## config.mk

```make
export PLATFORM = sky130hd
export DESIGN_NAME = ixbar_top
export DESIGN_NICKNAME = d
export VERILOG_FILES = /design/src/design/ixbar_pkg.sv /design/src/design/ixbar_sel.sv /design/src/design/ixbar_top.sv
export SDC_FILE = /design/constraint.sdc
export NUM_CORES = 1
export LEC_CHECK = 0
export ABC_AREA = 1
export BUFFER_PORTS_ARGS = -buffer_cell sky130_fd_sc_hd__buf_2
export CAP_MARGIN = 20
export CORE_AREA = 2 2 206 208
export DETAILED_ROUTE_END_ITERATION = 10
export DIE_AREA = 0 0 208 210
export PLACE_DENSITY = 0.43
export SYNTH_ARGS = -nofsm -noshare
export SYNTH_HDL_FRONTEND = slang
export SYNTH_HIERARCHICAL = 1
export SYNTH_SLANG_ARGS = --single-unit
```

## constraint.sdc

```tcl
create_clock -name core_clk -period 4.45 [get_ports core_clk]
set_input_delay 0.445 -clock core_clk [delete_from_list [all_inputs] [get_ports core_clk]]
set_output_delay 0.445 -clock core_clk [all_outputs]
set_load 0.02 [all_outputs]
```

## src/design/ixbar_pkg.sv

```systemverilog
// shared constants and carrier types of the inter-module signal crossbar
package ixbar_pkg;

  // ***********************************
  // crossbar geometry
  // ***********************************
  localparam int unsigned IXBAR_NUM_IN    = 22;
  localparam int unsigned IXBAR_NUM_OUT   = 7;
  localparam int unsigned IXBAR_SEL_W     = 5;
  localparam int unsigned IXBAR_SEL_SLOTS = 32;
  localparam int unsigned IXBAR_NUM_PINS  = 6;

  // input indices
  localparam int unsigned IXBAR_IN_ZERO    = 0;
  localparam int unsigned IXBAR_IN_ONE     = 1;
  localparam int unsigned IXBAR_IN_PIN0    = 2;
  localparam int unsigned IXBAR_IN_UNUSED  = 8;
  localparam int unsigned IXBAR_IN_CMP0    = 9;
  localparam int unsigned IXBAR_IN_TMR0    = 12;
  localparam int unsigned IXBAR_IN_MOD0    = 16;
  localparam int unsigned IXBAR_IN_MOD1    = 17;
  localparam int unsigned IXBAR_IN_MOD2    = 18;
  localparam int unsigned IXBAR_IN_MOD_ANY = 19;
  localparam int unsigned IXBAR_IN_MOD3_T0 = 20;
  localparam int unsigned IXBAR_IN_MOD3_T1 = 21;

  // output indices
  localparam int unsigned IXBAR_OUT_PIN0  = 0;
  localparam int unsigned IXBAR_OUT_PIN1  = 1;
  localparam int unsigned IXBAR_OUT_CONVA = 6;

  // ***********************************
  // comparator input selectors
  // ***********************************
  localparam int unsigned IXBAR_NUM_CMP     = 3;
  localparam int unsigned IXBAR_CMP_SRCS    = 4;
  localparam int unsigned IXBAR_CMP_SEL_W   = 2;
  localparam int unsigned IXBAR_WORD_W      = 12;
  localparam logic [1:0]  IXBAR_CMP_POS_DAC = 2'h1;
  localparam logic [1:0]  IXBAR_CMP_NEG_DAC = 2'h3;

  // reset values
  localparam logic [4:0]  IXBAR_SEL_RST     = 5'h00;
  localparam logic [1:0]  IXBAR_CMP_SEL_RST = 2'h0;
  localparam logic        IXBAR_EXTB_RST    = 1'h0;

  // ***********************************
  // types
  // ***********************************
  typedef enum logic [1:0] {
    IXBAR_PF_GPIO,
    IXBAR_PF_I2C,
    IXBAR_PF_SWITCH
  } ixbar_pin_func_t;

  // modulator trigger outputs, unit n trigger 0 and 1
  typedef struct packed {
    logic [3:0][1:0] trig;
  } ixbar_trig_t;

  // converter results and limits
  typedef struct packed {
    logic                    result_valid;
    logic [IXBAR_WORD_W-1:0] slot1;
    logic [IXBAR_WORD_W-1:0] slot2;
    logic [IXBAR_WORD_W-1:0] low1;
    logic [IXBAR_WORD_W-1:0] low2;
    logic [IXBAR_WORD_W-1:0] high2;
  } ixbar_limit_t;

  // all state of the top module except the reset release flops
  typedef struct packed {
    logic [IXBAR_NUM_PINS-1:0]                      pin_meta;
    logic [IXBAR_NUM_PINS-1:0]                      pin_sync;
    logic [IXBAR_NUM_OUT-1:0][IXBAR_SEL_W-1:0]      out_sel;
    ixbar_pin_func_t [1:0]                          pin_func;
    logic [IXBAR_NUM_CMP-1:0][IXBAR_CMP_SEL_W-1:0] cmp_pos_sel;
    logic [IXBAR_NUM_CMP-1:0][IXBAR_CMP_SEL_W-1:0] cmp_neg_sel;
    logic                                           ext_b1;
    logic                                           ext_b2;
  } ixbar_state_t;

endpackage : ixbar_pkg

```

## src/design/ixbar_sel.sv

```systemverilog
// parameterised n-to-1 selector used by the crossbar and comparator inputs
`timescale 1ns/100ps
module ixbar_sel
  import ixbar_pkg::*;
#(
  parameter int unsigned W = 1,
  parameter int unsigned N = 4
) (
  // sources and choice
  input  logic [N-1:0][W-1:0]   src,
  input  logic [$clog2(N)-1:0]  sel,
  // selected source
  output logic [W-1:0]          y
);

  // ***********************************
  // selection
  // ***********************************
  // purely combinational, so a routed edge keeps its timing
  assign y = src[sel];

endmodule : ixbar_sel

```

## src/design/ixbar_top.sv

```systemverilog
// inter-module signal crossbar with comparator selectors and limit compare
`timescale 1ns/100ps
module ixbar_top
  import ixbar_pkg::*;
(
  // clock and reset
  input  logic                                           core_clk,
  input  logic                                           rst_b,
  // software selections
  input  logic [IXBAR_NUM_OUT-1:0][IXBAR_SEL_W-1:0]      out_sel,
  input  ixbar_pin_func_t [1:0]                          pin_func,
  input  logic [IXBAR_NUM_CMP-1:0][IXBAR_CMP_SEL_W-1:0] cmp_pos_sel,
  input  logic [IXBAR_NUM_CMP-1:0][IXBAR_CMP_SEL_W-1:0] cmp_neg_sel,
  // crossbar sources
  input  logic [IXBAR_NUM_PINS-1:0]                      switch_pin_input,
  input  logic [IXBAR_NUM_CMP-1:0]                       comparator_result,
  input  logic [3:0]                                     timer_b_channel_output,
  input  ixbar_trig_t                                    mod_trig,
  // pin functions sharing the pins of outputs 0 and 1
  input  logic [1:0]                                     port_c_gpio_out,
  input  logic [1:0]                                     port_c_gpio_oe,
  input  logic [1:0]                                     i2c_drive_low,
  // comparator analog sources as codes
  input  logic [IXBAR_NUM_CMP-1:0][IXBAR_CMP_SRCS-1:0][IXBAR_WORD_W-1:0] cmp_pos_src,
  input  logic [IXBAR_NUM_CMP-1:0][IXBAR_CMP_SRCS-1:0][IXBAR_WORD_W-1:0] cmp_neg_src,
  input  logic [IXBAR_WORD_W-1:0]                        dac_code,
  // converter results and limits
  input  ixbar_limit_t                                   conv,
  // crossbar outputs
  output logic [IXBAR_NUM_OUT-1:0]                       switch_output,
  output logic                                           converter_a_trigger,
  output logic [1:0]                                     port_c_pin_out,
  output logic [1:0]                                     port_c_pin_oe,
  // comparator inputs
  output logic [IXBAR_NUM_CMP-1:0][IXBAR_WORD_W-1:0]     cmp_pos_word,
  output logic [IXBAR_NUM_CMP-1:0][IXBAR_WORD_W-1:0]     cmp_neg_word,
  // modulator external sources
  output logic                                           modulator_unit1_external_b_source,
  output logic                                           modulator_unit2_external_b_source
);

  // ***********************************
  // reset release
  // ***********************************
  logic rst_meta_b_ff;
  logic rst_sync_b_ff;

  // assert at once, release through two flops
  always_ff @(posedge core_clk or negedge rst_b) begin
    if (!rst_b) begin
      rst_meta_b_ff <= 1'b0;
      rst_sync_b_ff <= 1'b0;
    end else begin
      rst_meta_b_ff <= 1'b1;
      rst_sync_b_ff <= rst_meta_b_ff;
    end
  end

  // ***********************************
  // state
  // ***********************************
  ixbar_state_t st_ff;
  ixbar_state_t nxt_st;

  // next state: selections, pin sync and limit compare
  always_comb begin
    nxt_st             = st_ff;
    nxt_st.pin_meta    = switch_pin_input;
    nxt_st.pin_sync    = st_ff.pin_meta;
    nxt_st.out_sel     = out_sel;
    nxt_st.pin_func    = pin_func;
    nxt_st.cmp_pos_sel = cmp_pos_sel;
    nxt_st.cmp_neg_sel = cmp_neg_sel;
    // a result inside the limits keeps the last level
    if (conv.result_valid) begin
      if (conv.slot2 > conv.high2) begin
        nxt_st.ext_b2 = 1'b0;
      end else if (conv.slot2 < conv.low2) begin
        nxt_st.ext_b2 = 1'b1;
      end
      if (conv.slot1 < conv.low1) begin
        nxt_st.ext_b1 = 1'b1;
      end
    end
  end

  // register the state; defaults return on every reset
  always_ff @(posedge core_clk or negedge rst_sync_b_ff) begin
    if (!rst_sync_b_ff) begin
      st_ff.pin_meta    <= '0;
      st_ff.pin_sync    <= '0;
      st_ff.out_sel     <= {IXBAR_NUM_OUT{IXBAR_SEL_RST}};
      st_ff.pin_func[0] <= IXBAR_PF_GPIO;
      st_ff.pin_func[1] <= IXBAR_PF_GPIO;
      st_ff.cmp_pos_sel <= {IXBAR_NUM_CMP{IXBAR_CMP_SEL_RST}};
      st_ff.cmp_neg_sel <= {IXBAR_NUM_CMP{IXBAR_CMP_SEL_RST}};
      st_ff.ext_b1      <= IXBAR_EXTB_RST;
      st_ff.ext_b2      <= IXBAR_EXTB_RST;
    end else begin
      st_ff <= nxt_st;
    end
  end

  // ***********************************
  // crossbar inputs
  // ***********************************
  logic [IXBAR_SEL_SLOTS-1:0] switch_input;
  logic [2:0]                 unit_trigger_or;

  // each of units 0 to 2 has its two triggers merged; unit 3's triggers stay separate
  always_comb begin
    for (int u = 0; u < 3; u++) begin
      unit_trigger_or[u] = mod_trig.trig[u][0] | mod_trig.trig[u][1];
    end
  end

  // fixed input assignment; unused and spare slots read zero
  always_comb begin
    switch_input                                    = '0;
    switch_input[IXBAR_IN_ZERO]                     = 1'b0;
    switch_input[IXBAR_IN_ONE]                      = 1'b1;
    switch_input[IXBAR_IN_PIN0 +: IXBAR_NUM_PINS]   = st_ff.pin_sync;
    switch_input[IXBAR_IN_UNUSED]                   = 1'b0;
    switch_input[IXBAR_IN_CMP0 +: IXBAR_NUM_CMP]    = comparator_result;
    switch_input[IXBAR_IN_TMR0 +: 4]                = timer_b_channel_output;
    switch_input[IXBAR_IN_MOD0]                     = unit_trigger_or[0];
    switch_input[IXBAR_IN_MOD1]                     = unit_trigger_or[1];
    switch_input[IXBAR_IN_MOD2]                     = unit_trigger_or[2];
    switch_input[IXBAR_IN_MOD_ANY]                  = |unit_trigger_or;
    switch_input[IXBAR_IN_MOD3_T0]                  = mod_trig.trig[3][0];
    switch_input[IXBAR_IN_MOD3_T1]                  = mod_trig.trig[3][1];
  end

  // ***********************************
  // crossbar outputs
  // ***********************************
  genvar g;
  generate
    for (g = 0; g < IXBAR_NUM_OUT; g++) begin : g_out
      // no flop in the path, so a trigger reaches its sink in the same cycle
      ixbar_sel #(
        .W (1),
        .N (IXBAR_SEL_SLOTS)
      ) u_out_sel (
        .src (switch_input),
        .sel (st_ff.out_sel[g]),
        .y   (switch_output[g])
      );
    end
  endgenerate

  assign converter_a_trigger = switch_output[IXBAR_OUT_CONVA];

  // shared pins: gpio function after reset, crossbar only once reselected
  always_comb begin
    for (int p = 0; p < 2; p++) begin
      port_c_pin_out[p] = 1'b0;
      port_c_pin_oe[p]  = 1'b0;
      unique case (st_ff.pin_func[p])
        IXBAR_PF_GPIO: begin
          port_c_pin_out[p] = port_c_gpio_out[p];
          port_c_pin_oe[p]  = port_c_gpio_oe[p];
        end
        IXBAR_PF_I2C: begin
          port_c_pin_out[p] = 1'b0;                                            // open drain
          port_c_pin_oe[p]  = i2c_drive_low[p];
        end
        IXBAR_PF_SWITCH: begin
          port_c_pin_out[p] = switch_output[IXBAR_OUT_PIN0 + p];
          port_c_pin_oe[p]  = 1'b1;
        end
        default: begin
          port_c_pin_out[p] = 1'b0;                                            // illegal code floats
          port_c_pin_oe[p]  = 1'b0;
        end
      endcase
    end
  end

  // ***********************************
  // comparator input selectors
  // ***********************************
  logic [IXBAR_NUM_CMP-1:0][IXBAR_CMP_SRCS-1:0][IXBAR_WORD_W-1:0] pos_src_dac;
  logic [IXBAR_NUM_CMP-1:0][IXBAR_CMP_SRCS-1:0][IXBAR_WORD_W-1:0] neg_src_dac;

  // the shared dac replaces positive source 1 and negative source 3
  always_comb begin
    pos_src_dac = cmp_pos_src;
    neg_src_dac = cmp_neg_src;
    for (int c = 0; c < IXBAR_NUM_CMP; c++) begin
      pos_src_dac[c][IXBAR_CMP_POS_DAC] = dac_code;
      neg_src_dac[c][IXBAR_CMP_NEG_DAC] = dac_code;
    end
  end

  generate
    for (g = 0; g < IXBAR_NUM_CMP; g++) begin : g_cmp
      ixbar_sel #(
        .W (IXBAR_WORD_W),
        .N (IXBAR_CMP_SRCS)
      ) u_pos_sel (
        .src (pos_src_dac[g]),
        .sel (st_ff.cmp_pos_sel[g]),
        .y   (cmp_pos_word[g])
      );
      ixbar_sel #(
        .W (IXBAR_WORD_W),
        .N (IXBAR_CMP_SRCS)
      ) u_neg_sel (
        .src (neg_src_dac[g]),
        .sel (st_ff.cmp_neg_sel[g]),
        .y   (cmp_neg_word[g])
      );
    end
  endgenerate

  // ***********************************
  // modulator external sources
  // ***********************************
  assign modulator_unit1_external_b_source = st_ff.ext_b1;
  assign modulator_unit2_external_b_source = st_ff.ext_b2;

endmodule : ixbar_top

```

==> run metrics <==
max_cap viols=0; vias in the first global route=~10000; Top FF cell, synth=dfrtp_1; r2r startpoint=rst_sync_b_ff$_DFF_PN0_; Worst slew margin=between 30% and 40%; fin crit share=59.3%; Post-synth EDFFs=0; cell type with the largest total area after synthesis=nand2_1; Seq/Total Area, Yosys=between 10% and 20%; Leakage=0.00796 µW; vias per cell=4.09; Final Hold Viols=0; DRT iter0 DRCs=roughly 740; async set or reset register ratio after synthesis=100%; Buffers on Ports=roughly 450; nets=2609; DRT antenna net count=0; pin count of the biggest net entering global routing=66; Initial Utilization=22.0%; Setup Buffers After CTS=0; all-layer global routing usage=16.9%; Final HPWL DP=30500 µm; DRT Pass-1 Iters=5; min-delay src=cmp_pos_sel[3]; Commonest cells post-synth=nand2_1, inv_1, nand3_1; yosys warns=6; Hold Crit Depth=1; # H-tree levels=3; clk_skew=just under 7 ps; Worst Setup End Kind=primary output; PD cells=a little over 200 mW/mm²; Hold EP=st_ff[11]$_DFF_PN0_; Setup Viol. Count Final=0; CP max FO=17; via count=11000; WS Path Type=reg2out; synthesized area=0.00911 mm²; Slew Limit Fails=0; status=finished clean; Netlist cell types=24; post-synthesis register bit count=67; Root Driver=clkbuf_16; post-synth top area share=25.6%; maximum vdd drop=0.257 mV; first-pass GRT wire length=57400 µm; core area=slightly above 0.04 mm²; multi-input logic area=0.00551 mm²; GP Congestion=0.891; Setup TNS=0 ps; highest clock rate=0.379 GHz; Clk pin slew, worst setup/hold paths=70 ps; Reg area=0.00168 mm²; Routed WL=38100 µm; FP Rows=75; CTS Buffer Depth=2; initial antenna violation count=3; Avg WL per Cell=14.2 µm; Worst R2R Setup Slack=3350 ps; Data arrival, critical path=2190 ps; clk_lat worst skew=370 ps; CP Launch Type=register; Die W=208 µm; count leader, synth=nand2_1; Worst Tran Pin Value=980 ps; die area=0.0437 mm²; top cells by area, synth=nand2_1, dfrtp_1, nand3_1, inv_1, nand2_2; layout cells sized above 1=roughly 28%; Vert. Die Dim=210 µm; grt total ovfl=0; Syn-to-layout area delta=32.0%; Boundary Pins=527; Final min period=2640 ps; CTS sink cnt=67; R2R cell count=0; Layout fillers=4862; worst hold slack=179 ps; r2r endpoint=st_ff[8]$_DFF_PN0_; Gate Count Post-Synth=1647; total power=2440 µW; CTS tree=built; DRC Markers=0; TritonCTS buffer count=9; Hold/Removal Path Class=in2reg; Avg Cell Area, Syn=approximately 5.5 µm²; RSZ-0062 raised after global routing=false; Required @ worst endpoint=4010 ps
-- cells by family after synthesis --
group,count (synthesis),share of synthesized area [%]
AOI/OAI and AO/OA,16,0.948
adders and majority gates,34,4.67
buffers and inverters,465,24.8
DFF,67,18.4
other,2,0.0824
and+or+nand+nor,1063,51.1
-- through the flow --
| stage | worst slack (ps) | std cells | util (%) | instance area (µm²) |
|---|---|---|---|---|
| after global routing | 1630 | 2681 | 29.0 | 12000 |
| after global placement | 1880 | 2661 | 28.2 | 11700 |
| after floorplan | 2210 | 1737 | - | 9450 |
| final | 1810 | 2682 | 29.0 | 12000 |
| after CTS | 1800 | 2678 | 29.0 | 12000 |
| after detailed placement | 1830 | 2661 | 28.2 | 11700 |
-- worst max path at each step --
stage	startpoint	endpoint	slack (ps)	depth (start not counted)
global route	mod_trig[3]	port_c_pin_out[1]	1630	14
CTS	st_ff[4]$_DFF_PN0_	cmp_neg_word[22]	1800	5
floorplan	mod_trig[0]	port_c_pin_out[0]	2210	12
global placement	mod_trig[5]	port_c_pin_out[0]	1880	14
finish	st_ff[23]$_DFF_PN0_	port_c_pin_out[1]	1810	12
detailed placement	mod_trig[3]	port_c_pin_out[1]	1830	14
-- report_power, final --
group	internal (µW)	switching, µW
registers	640	95.1
clock network	443	333
logic	368	562
-- registers in the layout, summed over array words and instances (netlist names) --
| name | flops |
|---|---|
| rst_meta_b_ff | 1 |
| nxt_st | 6 |
| rst_sync_b_ff | 1 |
| st_ff | 57 |
| modulator_unit1_external_b_source | 1 |
| modulator_unit2_external_b_source | 1 |
-- area by class of cell --
cell class | count | share of cell area, %
Multi-Input combinational cell | 1205 | 45.8
Clock buffer | 9 | 1.87
Tap cell | 539 | 5.61
Timing Repair Buffer | 457 | 19.1
Clock inverter | 7 | 0.676
Inverter | 394 | 12.8
Sequential cell | 67 | 14.0
Antenna cell | 4 | 0.0833
-- per-layer routing --
layer  vias to the layer above  wire length [µm]  GRT usage (%)
met3                        36              2030           2.68
met4                         0               739           4.99
li1                       5778                 -              -
met1                      4781             16200           20.8
met2                       361             19200           30.2
met5                         -                 0              0
-- timing repair --
| action | in CTS | in global routing |
|---|---|---|
| hold buffers | 1 | 0 |
| resized for setup | 0 | 0 |
| endpoints found under the hold margin | 2 | 0 |
-- worst max-delay path, cell delays in order (launching register included) --
cell and delay [ps]:
dfrtp_1 740, inv_6 160, nand2_1 100, nand3_1 80, nand3_1 120, nand2_1 60
nand2_1 50, nand2_1 50, nand2_1 50, nand2_1 90, nand3_1 100, nand2_1 70
buf_2 160
-- cells in the final DEF, fill, tap and decap left out, types with 2 or more instances in the layout --
cell and instances:
nand3_1 326, nand4_1 3, inv_6 17, buf_4 2, a21oi_1 11, inv_1 370, nor3_1 2, conb_1 92
dfrtp_1 66, inv_2 11, diode_2 4, clkbuf_16 9, buf_2 454, nand2_2 97, nand2_1 622, nor2_1 12
ha_1 34
Note: power is estimated with default switching activity, not from simulation.
